==> config.mk <==
export PLATFORM = sky130hd
export DESIGN_NAME = sdsp_core
export DESIGN_NICKNAME = d
export VERILOG_FILES = /design/src/hw/sdsp_pkg.sv /design/src/hw/sdsp_core.sv
export SDC_FILE = /design/constraint.sdc
export NUM_CORES = 1
export LEC_CHECK = 0
export ABC_AREA = 1
export BUFFER_PORTS_ARGS = -buffer_cell sky130_fd_sc_hd__buf_2
export CORE_MARGIN = 2
export CORE_UTILIZATION = 50
export CTS_CLUSTER_SIZE = 14
export DETAILED_ROUTE_END_ITERATION = 12
export PLACE_DENSITY = 0.8
export SLEW_MARGIN = 20
export SYNTH_ARGS = -nofsm -noshare
export SYNTH_HDL_FRONTEND = slang
export SYNTH_SLANG_ARGS = --single-unit
==> constraint.sdc <==
create_clock -name ref_clk -period 1.9 [get_ports ref_clk]
set_input_delay 0.19 -clock ref_clk [delete_from_list [all_inputs] [get_ports ref_clk]]
set_output_delay 0.19 -clock ref_clk [all_outputs]
set_load 0.01 [all_outputs]
==> src/hw/sdsp_pkg.sv <==
// Constants for the SPI data and status path.
// Assumes a byte-wide register bus with 32-bit read data.
package sdsp_pkg;
   localparam logic [7:0] ADDR_DATA = 8'h00;
   localparam logic [7:0] ADDR_STATUS = 8'h08;
   localparam logic [7:0] ADDR_CONTROL = 8'h04;
   localparam logic [7:0] ADDR_IRQ_STATUS = 8'h0C;
   localparam logic [7:0] ADDR_IRQ_MASK = 8'h10;
   localparam int BIT_TX_EMPTY = 0;
   localparam int BIT_RX_FULL = 1;
   localparam int BIT_ACTIVE = 2;
   localparam int BIT_AUTO_READ = 5;
   localparam logic [2:0] STATUS_RESET = 3'h1;
   localparam logic [7:0] CONTROL_RESET = 8'h00;
   localparam logic [1:0] MASK_RESET = 2'h0;
   localparam int CLK_FREQ_MHZ = 100;
   localparam int SCK_HALF_NS = 40;
   localparam int SCK_HALF_CYCLES = (SCK_HALF_NS * CLK_FREQ_MHZ + 999) / 1000;
   typedef enum logic [1:0] {SDSP_IDLE, SDSP_LOW, SDSP_HIGH} sdsp_state_t;
endpackage

==> src/hw/sdsp_core.sv <==
// SPI data buffers, status flags, interrupts and a mode-0 MSB-first shifter.
// Assumes a single-cycle register port master and an SPI slave on the pins.
//
// Behaviour
// - Status bit 1 rx full, read clears
// - Rx full rise latches receive interrupt event
// - Status bit 0 tx empty, reset one
// - Tx empty rise latches transmit interrupt event
// - Tx write while empty starts transfer
// - Idle shifter loads byte, empty set
// - Busy shifter: hold byte, load later
// - Byte end captures received byte, else marks it pending
// - Rx captured only while full clear or data being read
// - Pending rx loads when full clears
// - Auto-read clears both flags on read
`timescale 1ns/1ps
`default_nettype none
module sdsp_core (
   // Clock and reset
   input wire logic ref_clk,
   input wire logic rst_n,
   // Register port
   input wire logic [7:0] reg_addr,
   input wire logic [31:0] reg_wdata,
   input wire logic reg_wr,
   input wire logic reg_rd,
   output logic [31:0] reg_rdata,
   // Serial link
   output logic spi_sck,
   output logic spi_mosi,
   input wire logic spi_miso,
   // Interrupt
   output logic irq
);
   localparam int HW = sdsp_pkg::SCK_HALF_CYCLES;
   sdsp_pkg::sdsp_state_t state, next_state;
   logic [7:0] tx_hold, next_tx_hold, tx_shift, next_tx_shift;
   logic [7:0] rx_shift, next_rx_shift, rx_hold, next_rx_hold;
   logic tx_pending, next_tx_pending, rx_pending, next_rx_pending;
   logic tx_empty_flag, next_tx_empty_flag, rx_full_flag, next_rx_full_flag;
   logic [2:0] bit_cnt, next_bit_cnt;
   logic [7:0] div_cnt, next_div_cnt;
   logic [7:0] control, next_control;
   logic [1:0] irq_status, next_irq_status, irq_mask, next_irq_mask;
   logic [31:0] next_rdata;
   logic sck, next_sck;
   logic miso_s1, miso_s2;
   logic wr_data, rd_data, byte_done, load_shift;

   function automatic logic hit(input logic [7:0] a, input logic [7:0] r);
      hit = (a == r);
   endfunction

   // Miso is asynchronous to ref_clk
   always_ff @(posedge ref_clk or negedge rst_n) begin
      if (!rst_n) begin
         miso_s1 <= 1'b0;
         miso_s2 <= 1'b0;
      end else begin
         miso_s1 <= spi_miso;
         miso_s2 <= miso_s1;
      end
   end

   assign wr_data = reg_wr && hit(reg_addr, sdsp_pkg::ADDR_DATA);
   assign rd_data = reg_rd && hit(reg_addr, sdsp_pkg::ADDR_DATA);

   always_comb begin
      next_state = state;
      next_tx_hold = tx_hold;
      next_tx_shift = tx_shift;
      next_rx_shift = rx_shift;
      next_rx_hold = rx_hold;
      next_tx_pending = tx_pending;
      next_rx_pending = rx_pending;
      next_tx_empty_flag = tx_empty_flag;
      next_rx_full_flag = rx_full_flag;
      next_bit_cnt = bit_cnt;
      next_div_cnt = div_cnt;
      next_sck = sck;
      next_control = control;
      next_irq_mask = irq_mask;
      next_irq_status = irq_status;
      next_rdata = 32'h0000_0000;
      byte_done = 1'b0;
      load_shift = 1'b0;
      if (reg_wr && hit(reg_addr, sdsp_pkg::ADDR_CONTROL)) begin
         next_control = reg_wdata[7:0];
      end
      if (reg_wr && hit(reg_addr, sdsp_pkg::ADDR_IRQ_MASK)) begin
         next_irq_mask = reg_wdata[1:0];
      end
      // Reads of the rx register clear full; auto-read clears empty too
      if (rd_data) begin
         next_rx_full_flag = 1'b0;
         if (control[sdsp_pkg::BIT_AUTO_READ]) begin
            next_tx_empty_flag = 1'b0;
         end
      end
      // Write parks the byte; the shifter picks it up when idle or at the end of its current byte
      if (wr_data) begin
         next_tx_hold = reg_wdata[7:0];
         next_tx_pending = 1'b1;
         next_tx_empty_flag = 1'b0;
      end
      case (state)
         sdsp_pkg::SDSP_IDLE: begin
            if (tx_pending) begin
               load_shift = 1'b1;
            end
         end
         sdsp_pkg::SDSP_LOW: begin
            if (div_cnt == 8'(HW - 1)) begin
               next_div_cnt = 8'h00;
               next_sck = 1'b1;
               next_rx_shift = {rx_shift[6:0], miso_s2};
               next_state = sdsp_pkg::SDSP_HIGH;
            end else begin
               next_div_cnt = div_cnt + 8'h01;
            end
         end
         sdsp_pkg::SDSP_HIGH: begin
            if (div_cnt == 8'(HW - 1)) begin
               next_div_cnt = 8'h00;
               next_sck = 1'b0;
               if (bit_cnt == 3'h7) begin
                  byte_done = 1'b1;
                  next_state = sdsp_pkg::SDSP_IDLE;
               end else begin
                  next_bit_cnt = bit_cnt + 3'h1;
                  next_tx_shift = {tx_shift[6:0], 1'b0};
                  next_state = sdsp_pkg::SDSP_LOW;
               end
            end else begin
               next_div_cnt = div_cnt + 8'h01;
            end
         end
         default: next_state = sdsp_pkg::SDSP_IDLE;
      endcase
      // Back-to-back bytes chain without an idle gap
      if (byte_done && tx_pending) begin
         load_shift = 1'b1;
      end
      if (load_shift) begin
         next_tx_shift = tx_hold;
         next_tx_pending = wr_data;
         next_tx_empty_flag = 1'b1;
         next_bit_cnt = 3'h0;
         next_div_cnt = 8'h00;
         next_state = sdsp_pkg::SDSP_LOW;
      end
      if (byte_done) begin
         next_rx_pending = 1'b1;
      end
      // Pending rx byte moves only while the holding register is free
      if ((byte_done || rx_pending) && !(rx_full_flag && !rd_data)) begin
         next_rx_hold = byte_done ? next_rx_shift : rx_shift;
         next_rx_full_flag = 1'b1;
         next_rx_pending = 1'b0;
      end
      // Sticky events: set wins over read-clear
      if (reg_rd && hit(reg_addr, sdsp_pkg::ADDR_IRQ_STATUS)) begin
         next_irq_status = 2'h0;
      end
      if (next_tx_empty_flag && !tx_empty_flag) begin
         next_irq_status[sdsp_pkg::BIT_TX_EMPTY] = 1'b1;
      end
      if (next_rx_full_flag && !rx_full_flag) begin
         next_irq_status[sdsp_pkg::BIT_RX_FULL] = 1'b1;
      end
      if (reg_rd) begin
         if (hit(reg_addr, sdsp_pkg::ADDR_DATA)) begin
            next_rdata = {24'h00_0000, rx_hold};
         end else if (hit(reg_addr, sdsp_pkg::ADDR_STATUS)) begin
            next_rdata = {29'h0, state != sdsp_pkg::SDSP_IDLE, rx_full_flag, tx_empty_flag};
         end else if (hit(reg_addr, sdsp_pkg::ADDR_CONTROL)) begin
            next_rdata = {24'h00_0000, control};
         end else if (hit(reg_addr, sdsp_pkg::ADDR_IRQ_STATUS)) begin
            next_rdata = {30'h0, irq_status};
         end else if (hit(reg_addr, sdsp_pkg::ADDR_IRQ_MASK)) begin
            next_rdata = {30'h0, irq_mask};
         end
      end
   end

   always_ff @(posedge ref_clk or negedge rst_n) begin
      if (!rst_n) begin
         state <= sdsp_pkg::SDSP_IDLE;
         tx_hold <= 8'h00;
         tx_shift <= 8'h00;
         rx_shift <= 8'h00;
         rx_hold <= 8'h00;
         tx_pending <= 1'b0;
         rx_pending <= 1'b0;
         tx_empty_flag <= sdsp_pkg::STATUS_RESET[sdsp_pkg::BIT_TX_EMPTY];
         rx_full_flag <= sdsp_pkg::STATUS_RESET[sdsp_pkg::BIT_RX_FULL];
         bit_cnt <= 3'h0;
         div_cnt <= 8'h00;
         sck <= 1'b0;
         control <= sdsp_pkg::CONTROL_RESET;
         irq_status <= 2'h0;
         irq_mask <= sdsp_pkg::MASK_RESET;
         reg_rdata <= 32'h0000_0000;
      end else begin
         state <= next_state;
         tx_hold <= next_tx_hold;
         tx_shift <= next_tx_shift;
         rx_shift <= next_rx_shift;
         rx_hold <= next_rx_hold;
         tx_pending <= next_tx_pending;
         rx_pending <= next_rx_pending;
         tx_empty_flag <= next_tx_empty_flag;
         rx_full_flag <= next_rx_full_flag;
         bit_cnt <= next_bit_cnt;
         div_cnt <= next_div_cnt;
         sck <= next_sck;
         control <= next_control;
         irq_status <= next_irq_status;
         irq_mask <= next_irq_mask;
         reg_rdata <= next_rdata;
      end
   end

   assign spi_sck = sck;
   assign spi_mosi = tx_shift[7];
   // Level interrupt from latched events only, not from flags still standing
   assign irq = |(irq_status & irq_mask);

   chk_rx_read_clears: assert property (@(posedge ref_clk) disable iff (!rst_n)
      rd_data && !rx_pending && !byte_done |=> !rx_full_flag)
      else $error("rx full not cleared by read");
   chk_tx_write_clears: assert property (@(posedge ref_clk) disable iff (!rst_n)
      wr_data && state != sdsp_pkg::SDSP_IDLE && !byte_done |=> !tx_empty_flag)
      else $error("tx empty not cleared by write");
   chk_idle_load: assert property (@(posedge ref_clk) disable iff (!rst_n)
      wr_data && state == sdsp_pkg::SDSP_IDLE && !tx_pending |=> ##1 tx_empty_flag && state == sdsp_pkg::SDSP_LOW)
      else $error("idle write did not load shifter");
   chk_start_xfer: assert property (@(posedge ref_clk) disable iff (!rst_n)
      wr_data && tx_empty_flag |-> ##[1:200] state != sdsp_pkg::SDSP_IDLE)
      else $error("write did not start transfer");
   chk_byte_capture: assert property (@(posedge ref_clk) disable iff (!rst_n)
      byte_done && !rx_full_flag |=> rx_full_flag && rx_hold == $past(next_rx_shift))
      else $error("byte not captured");
   chk_rx_hold_keep: assert property (@(posedge ref_clk) disable iff (!rst_n)
      rx_full_flag && !rd_data |=> $stable(rx_hold))
      else $error("rx hold overwritten while full");
   chk_rx_pending_load: assert property (@(posedge ref_clk) disable iff (!rst_n)
      rx_pending && rd_data |=> rx_full_flag && !rx_pending)
      else $error("pending rx not loaded");
   chk_auto_read: assert property (@(posedge ref_clk) disable iff (!rst_n)
      rd_data && control[sdsp_pkg::BIT_AUTO_READ] && !load_shift |=> !tx_empty_flag)
      else $error("auto read left tx empty set");
   chk_chain_load: assert property (@(posedge ref_clk) disable iff (!rst_n)
      byte_done && tx_pending |=> tx_empty_flag && state == sdsp_pkg::SDSP_LOW && bit_cnt == 3'h0)
      else $error("pending tx not chained");
   chk_active_sck: assert property (@(posedge ref_clk) disable iff (!rst_n)
      state == sdsp_pkg::SDSP_IDLE |-> !sck)
      else $error("clock toggles while idle");
   chk_irq_sources: assert property (@(posedge ref_clk) disable iff (!rst_n)
      $rose(rx_full_flag) |=> irq_status[sdsp_pkg::BIT_RX_FULL] || $past(reg_rd))
      else $error("rx full event lost");

   // Read data stands one cycle only, so a stale word never looks fresh
   chk_rdata_quiet: assert property (@(posedge ref_clk) disable iff (!rst_n)
      !$past(reg_rd) |-> reg_rdata == 32'h0000_0000)
      else $error("read data outside read cycle");
   chk_status_flags: assert property (@(posedge ref_clk) disable iff (!rst_n)
      reg_rd && reg_addr == sdsp_pkg::ADDR_STATUS |=> reg_rdata[1:0] == $past({rx_full_flag, tx_empty_flag}))
      else $error("status flags misreported");
   chk_active_bit: assert property (@(posedge ref_clk) disable iff (!rst_n)
      reg_rd && reg_addr == sdsp_pkg::ADDR_STATUS
      |=> reg_rdata[sdsp_pkg::BIT_ACTIVE] == $past(state != sdsp_pkg::SDSP_IDLE))
      else $error("active bit misreported");

   // Events are flag edges; a set beats a read-clear in the same cycle
   chk_tx_event: assert property (@(posedge ref_clk) disable iff (!rst_n)
      $rose(tx_empty_flag) |-> irq_status[sdsp_pkg::BIT_TX_EMPTY])
      else $error("tx empty event lost");
   chk_rx_event: assert property (@(posedge ref_clk) disable iff (!rst_n)
      $rose(rx_full_flag) |-> irq_status[sdsp_pkg::BIT_RX_FULL])
      else $error("rx full event not recorded");

   // Link timing: four cycles per clock phase, eight bits per byte
   chk_sck_high: assert property (@(posedge ref_clk) disable iff (!rst_n)
      $rose(sck) |-> sck[*4] ##1 !sck)
      else $error("serial clock high phase wrong");
   chk_mosi_steady: assert property (@(posedge ref_clk) disable iff (!rst_n)
      sck |-> $stable(spi_mosi))
      else $error("mosi moved while clock high");
   chk_byte_length: assert property (@(posedge ref_clk) disable iff (!rst_n)
      $past(state) == sdsp_pkg::SDSP_IDLE && state == sdsp_pkg::SDSP_LOW |-> ##63 byte_done)
      else $error("byte length wrong");
   chk_idle_write: assert property (@(posedge ref_clk) disable iff (!rst_n)
      wr_data && state == sdsp_pkg::SDSP_IDLE && !tx_pending |=> !tx_empty_flag && tx_pending)
      else $error("idle write not parked");
endmodule
`default_nettype wire

==> results of run 1 <==
[per-stage QoR]
stage	hold WS [ns]	setup slack, ns	utilization	area (sq um)	total power [mW]
after floorplan	-0.106	0.231	-	3960	1.74
after global placement	0.209	0.204	0.540	4110	1.78
after detailed placement	0.219	0.139	0.540	4110	1.79
after CTS	0.109	0.135	0.571	4340	3.11
after global routing	0.129	0.0174	0.572	4350	3.20
final	0.115	0.151	0.572	4350	3.09
[logic make-up (layout without fill, tap and decap cells)]
| kind of cell | count (synthesis) | count (layout) | synth area share |
|---|---|---|---|
| AND/OR/NAND/NOR | 256 | 256 | 0.294 |
| buffers and inverters | 89 | 119 | 0.126 |
| flip-flops | 72 | 72 | 0.466 |
| AO/OA/AOI/OAI | 50 | 50 | 0.0863 |
| adder cells (fa/ha/maj) | 7 | 7 | 0.0226 |
| XOR/XNOR | 2 | 2 | 0.00453 |
| other | 1 | 24 | 0.000969 |
[state kept, by name, indices dropped and copies added, names as in the netlist, 3 cells and up]
| name | cells |
|---|---|
| control | 8 |
| div_cnt | 8 |
| reg_rdata | 8 |
| rx_hold | 8 |
| rx_shift | 8 |
| tx_hold | 8 |
| tx_shift | 8 |
| bit_cnt | 3 |
[layer usage]
| metal | vias to the layer above | GRT usage |
|---|---|---|
| met2 | 73 | 0.330 |
| met5 | - | 0 |
| met3 | 14 | 0.0509 |
| met4 | 0 | 0.0784 |
| li1 | 1570 | - |
| met1 | 1514 | 0.256 |
[power breakdown]
part           total [mW]  switching [mW]  leakage, nW  internal [mW]
Clock                1.33           0.587        0.104          0.740
Sequential           1.60          0.0288        0.952           1.57
Combinational       0.165           0.111         1.34         0.0541
[layout make-up]
cell class,instances,area share
multi-input combinational,339,0.383
tap,102,0.0293
clock buffer,11,0.0302
inverter,53,0.0457
clock inverter,5,0.0187
timing repair buffer,50,0.0783
sequential,72,0.415
[repair_timing]
item | CTS | global route
endpoints found under the hold margin | 22 | 0
setup endpoints to repair | 0 | 2
setup buffers | 0 | 1
hold buffers | 2 | 0
[cells in the final DEF (no fill, tap or decap), drive strengths merged]
cell type	count
nand3	45
dlygate4sd3	2
a22o	2
o21bai	1
dfrtp	71
nand2	170
nor3	3
o211ai	13
o2111ai	1
conb	24
nor3b	1
clkinvlp	1
buf	48
clkinv	3
a21boi	1
dfstp	1
nor2	27
o21ai	28
nand3b	2
inv	52
bufinv	2
nand4	7
xor2	2
clkbuf	11
a21oi	4
ha	7
and3	1
[how the worst max path moves through the flow]
stage                     cells after the start          end  slack, ns
after floorplan                               7  tx_shift[1]       0.23
after global placement                       12  tx_shift[4]       0.20
after detailed placement                     12  tx_shift[4]       0.14
after CTS                                    12  tx_shift[7]       0.13
after global routing                          8   rx_hold[0]       0.02
final                                         8   rx_hold[3]       0.15
[worst min-delay path, stage by stage]
cell,delay (ns)
buf_2,0.10
inv_1,0.06
o21ai_0,0.08
==> flow_summary_export.csv, run 1 <==
group,metric,value,unit
synthesis,yosys.cell_count.top_type,"nand2_1",
route,drtPass1Iterations,4,
critical_path,worst_r2r_path_depth,8,
critical_path,timing.rr.start,"div_cnt[0]",
clocking,clock-root-buffer,"clkbuf_8",
critical_path,worst-endpoint-required,2.15,ns
route,met3WireLength,398,um
critical_path,timing.critical_path.to_type,"register",
synthesis,syn_avg_cell_area,8.11,sq um
sta,worst_clock_skew,0.00676,ns
critical_path,cp-start-kind,"register",
clocking,clock_tree_from_tritoncts,"done",
cells_and_area,filler_cell_count,681,
sta,final_report_hold_violation_count,0,
sta,maxSlewHeadroom,0.622,
run,timing.max_cap.violations,0,
critical_path,critical_path.cell_chain,"ha_1 -> nand3_1 -> nor2_4 -> nand3_1 -> inv_1 -> nand3_1 -> nand2_1 -> nand2_1",
sta,rsz0062_at_grt,"false",
critical_path,critPathMostFrequentCell,"nand3_1",
clocking,max-clock-path-buffers,2,
cells_and_area,final_layout_size_suffix_gt1_frac,0.170,
clocking,cts.sink_count,72,
route,initialDrtViolationCount,216,
critical_path,crit_path_start,"div_cnt[0]",
clocking,cts_clk_pin_slew_worst_paths,0.08,ns
grt,first_global_vias,3046,
sta,report.final.slew_viol_count,0,
power_and_ir_drop,irDropWorstVdd,357,uV
synthesis,synthDistinctLibCells,38,
route,wl,7.73,mm
sta,post-route-min-period,1.75,ns
place,place_hpwl,5.56,mm
grt,grt_util_all_layers,0.201,
synthesis,synth_common_cells,"161 x nand2_1, 71 x dfrtp_1, 48 x inv_1, 43 x nand3_1",
critical_path,path_class,"reg2reg",
hold_path,timing.hold.worst.class,"in2reg",
hold_path,worst_hold_path.endpoint,"tx_hold[3]",
critical_path,setup.reg_to_reg.worst_slack,0.15,ns
route,drt-vias-per-instance,5.02,
clocking,cts_repair_resize_count,0,
clocking,insertion_delay,0.36,ns
route,post-route-drc-count,0,
synthesis,synth.largest_area_cell,"dfrtp_1",
power_and_ir_drop,static-leakage-power,2.40,nW
synthesis,synth-edff-count,0,
sta,setup_violations,0,
route,routed.top_layer,"met4",
grt,grt_overflow,0,
place,io_buffer_count,31,
critical_path,rr_endpoint,"rx_hold[3]",
critical_path,critPathBufInv,1,
clocking,htree_levels,3,
clocking,cts_buffers,9,
die,die_width,92.0,um
grt,largest_net_degree_at_the_start_of_global_routing,29,
sta,fmax,0.572,GHz
synthesis,asyncSetResetFlopFracSynth,1.00,
route,drt-met1-wl,3.42,mm
die,design.portCount,80,
run_status,run_status,"finished, final reports clean",
synthesis,synth_area_leaders,"dfrtp_1 46%, nand2_1 16%, nand3_1 5.6%",
cells_and_area,syn_to_final_growth,12.4,%
synthesis,post-synth-top-area-fraction,0.459,
hold_path,min-delay-start,"reg_wdata[3]",
route,route.vias.total,3171,
route,drtAntennaViolNets,0,
sta,fin_crit_share,0.921,
grt,initial_antenna_violation_count,0,
critical_path,critical_path.top_delay_family,"simple AND/OR/NAND/NOR gates",
critical_path,crit_path_max_incr_delay,0.42,ns
hold_path,whs_path_depth,3,
place,numPlacedInstances,613,
synthesis,synthCells,477,
synthesis,synth.cell_area,0.00387,sq mm
cells_and_area,layout.area.seq,0.00180,sq mm
cells_and_area,fin_cells,632,
cells_and_area,multi_input_comb_area,0.00167,sq mm
synthesis,synth.ff_latch_count,72,
cells_and_area,n_antenna_cell,0,
critical_path,crit_path_top_delay_cell,"dfrtp_1",
sta,setup-tns-final,0,ns
die,floorplan.die.height,92.0,um
power_and_ir_drop,power_density,711,mW/mm^2
critical_path,critical_path_peak_fanout,8,
synthesis,seq_area_frac_synth,0.466,
grt,global_route_wire_length_before_repair,13.6,mm
route,wl_met2,3.76,mm
die,std_cell_rows,32,
die,floorplan.die_area,0.00846,sq mm
die,core_region_area,0.00761,sq mm
synthesis,yosys_warns,0,
route,per_cell_routed_wire_length,12.2,um
cells_and_area,finish.net_count,577,
synthesis,postSynth.topFlopCell,"dfrtp_1",
sta,worst-slew-pin-transition,0.566,ns
critical_path,crit_arrival,2.00,ns
place,final_estimated_routing_congestion_in_global_placement,0.849,
die,initial_core_util,0.509,
Note: power is estimated with default switching activity, not from simulation.
==> run 2: changes to the inputs <==
Clock period 1.9 ns to 2.25 ns, I/O delays scaled along.
==> run 2 against run 1 <==
Count of clock-buffer cells in the layout down 1. Cell count decreased by 2.2%. Worst hold slack gained 0.057 ns. Non-clock buffer count down 13. Final area down 3.8%. Utilization shrank 2.2 points.
==> flow_summary_export.csv, run 2 (same netlist as run 1, synthesis figures left out) <==
group,metric,value,unit
critical_path,critical_path.cell_chain,"ha_1 -> ha_1 -> nand2_1 -> inv_1 -> nand3_4 -> nand2_4 -> nand2_4 -> o21ai_4 -> nand2_1 -> nand2_1",
place,final_estimated_routing_congestion_in_global_placement,0.848,
sta,fmax,0.504,GHz
die,floorplan.die.height,92.0,um
critical_path,crit_arrival,2.22,ns
power_and_ir_drop,power_density,571,mW/mm^2
cells_and_area,final_util,0.550,
route,drtAntennaViolNets,0,
cells_and_area,syn_to_final_growth,8.15,%
sta,post-route-min-period,1.99,ns
critical_path,timing.critical_path.to_type,"register",
cells_and_area,finish.net_count,564,
clocking,clock-root-buffer,"clkbuf_8",
grt,initial_antenna_violation_count,0,
power_and_ir_drop,p_comb_frac,0.057,
clocking,htree_levels,3,
sta,fin_crit_share,0.883,
die,floorplan.die_area,0.00846,sq mm
place,place_hpwl,5.48,mm
route,drt-vias-per-instance,4.97,
route,drtPass1Iterations,4,
power_and_ir_drop,switchingPower,600,uW
clocking,cts.sink_count,72,
sta,worst_clock_skew,0.0135,ns
run_status,run_status,"finished, final reports clean",
power_and_ir_drop,intPower,1.79,mW
route,post-route-drc-count,0,
hold_path,timing.hold.worst.class,"in2reg",
sta,maxSlewHeadroom,0.574,
critical_path,critPathMostFrequentCell,"nand2_1",
power_and_ir_drop,power.total,2.39,mW
critical_path,path_class,"reg2reg",
clocking,max-clock-path-buffers,2,
die,initial_core_util,0.509,
route,initialDrtViolationCount,196,
grt,first_global_vias,2969,
power_and_ir_drop,power.clock.fraction,0.378,
grt,global_route_wire_length_before_repair,13.4,mm
clocking,cts_clk_pin_slew_worst_paths,0.08,ns
cells_and_area,n_antenna_cell,0,
route,per_cell_routed_wire_length,12.3,um
power_and_ir_drop,static-leakage-power,2.31,nW
run,timing.max_cap.violations,0,
grt,grt_overflow,0,
cells_and_area,final_layout_size_suffix_gt1_frac,0.151,
critical_path,cp-start-kind,"register",
route,wl,7.61,mm
sta,final_report_hold_violation_count,0,
cells_and_area,filler_cell_count,719,
clocking,cts_buffers,9,
critical_path,worst-endpoint-required,2.49,ns
place,io_buffer_count,31,
die,core_region_area,0.00761,sq mm
clocking,insertion_delay,0.35,ns
power_and_ir_drop,switching_portion_of_total_power,0.251,
sta,rsz0062_at_grt,"false",
critical_path,critical_path_peak_fanout,37,
critical_path,crit_path_top_delay_cell,"dfrtp_1",
sta,setup-tns-final,0,ns
route,route.vias.total,3070,
clocking,postCtsSetupBuffers,0,
cells_and_area,commonest_non_fill_non_tap_cell_in_the_layout,"nand2_1",
cells_and_area,layout.cells.most_common_list,"161 x nand2_1, 71 x dfrtp_1, 48 x inv_1, 43 x nand3_1, 31 x buf_2",
sta,report.final.slew_viol_count,0,
die,design.portCount,80,
clocking,clock_tree_from_tritoncts,"done",
die,die_width,92.0,um
power_and_ir_drop,irDropWorstVdd,279,uV
critical_path,crit_path_max_incr_delay,0.42,ns
die,std_cell_rows,32,
grt,grt_util_all_layers,0.199,
sta,worst-slew-pin-transition,0.637,ns
power_and_ir_drop,reg_power_frac,0.565,
sta,setup_violations,0,
grt,largest_net_degree_at_the_start_of_global_routing,38,
==> run 2: worst max-delay path, delay by kind of cell (launching register included) <==
| kind | cells | cell delay, ns |
|---|---|---|
| adder cells (fa/ha/maj) | 2 | 0.44 |
| AND/OR/NAND/NOR | 6 | 0.78 |
| buffers and inverters | 1 | 0.06 |
| AO/OA/AOI/OAI | 1 | 0.17 |
| flip-flops | 1 | 0.42 |
==> run 2: layout make-up <==
class	instances	area, sq um	area share
inverter	53	199	0.0475
sequential	72	1800	0.431
multi-input combinational	339	1670	0.398
tap	102	128	0.0305
clock inverter	5	33.8	0.00807
clock buffer	10	138	0.0329
timing repair buffer	37	218	0.0520
==> run 2: timing repair <==
item / CTS / global route
endpoints found under the setup margin: 0 / 0
gates resized for setup: 0 / 0
hold buffers: 2 / 0
hold endpoints to repair: 23 / 0
==> run 2: through the flow <==
stage	cells	area, sq um	worst slack [ns]	hold slack (ns)
finish	618	4190	0.264	0.172
global route	618	4190	0.110	0.172
CTS	618	4190	0.268	0.151
detailed placement	601	3990	0.284	0.258
global placement	601	3990	0.355	0.245
floorplan	500	3960	0.581	-0.0706
==> run 2: per-layer routing <==
metal,vias up,routed length [um],global-route usage
li1,1543,-,-
met1,1445,3430,0.260
met2,69,3720,0.327
met3,13,311,0.0362
met4,0,151,0.0858
met5,-,0,0
==> run 2: worst paths after layout <==
kind	start	endpoint	slack [ns]	depth (start not counted)
max reg2reg	bit_cnt[0]	tx_shift[1]	0.26	10
min reg2reg	miso_s1	miso_s2	0.36	0
max in group asynchronous	rst_n	reg_rdata[5]	1.23	3
max	bit_cnt[0]	tx_shift[1]	0.26	10
min in group asynchronous	rst_n	spi_sck	0.40	2
min	reg_wdata[6]	tx_hold[6]	0.17	3
==> run 2: power groups by stage <==
stage               combinational (mW)  sequential [mW]  clock (mW)
floorplan                        0.105             1.36           0
global placement                 0.130             1.37           0
detailed placement               0.135             1.37           0
CTS                              0.139             1.35       0.934
global route                     0.159             1.35       0.996
finish                           0.136             1.35       0.904
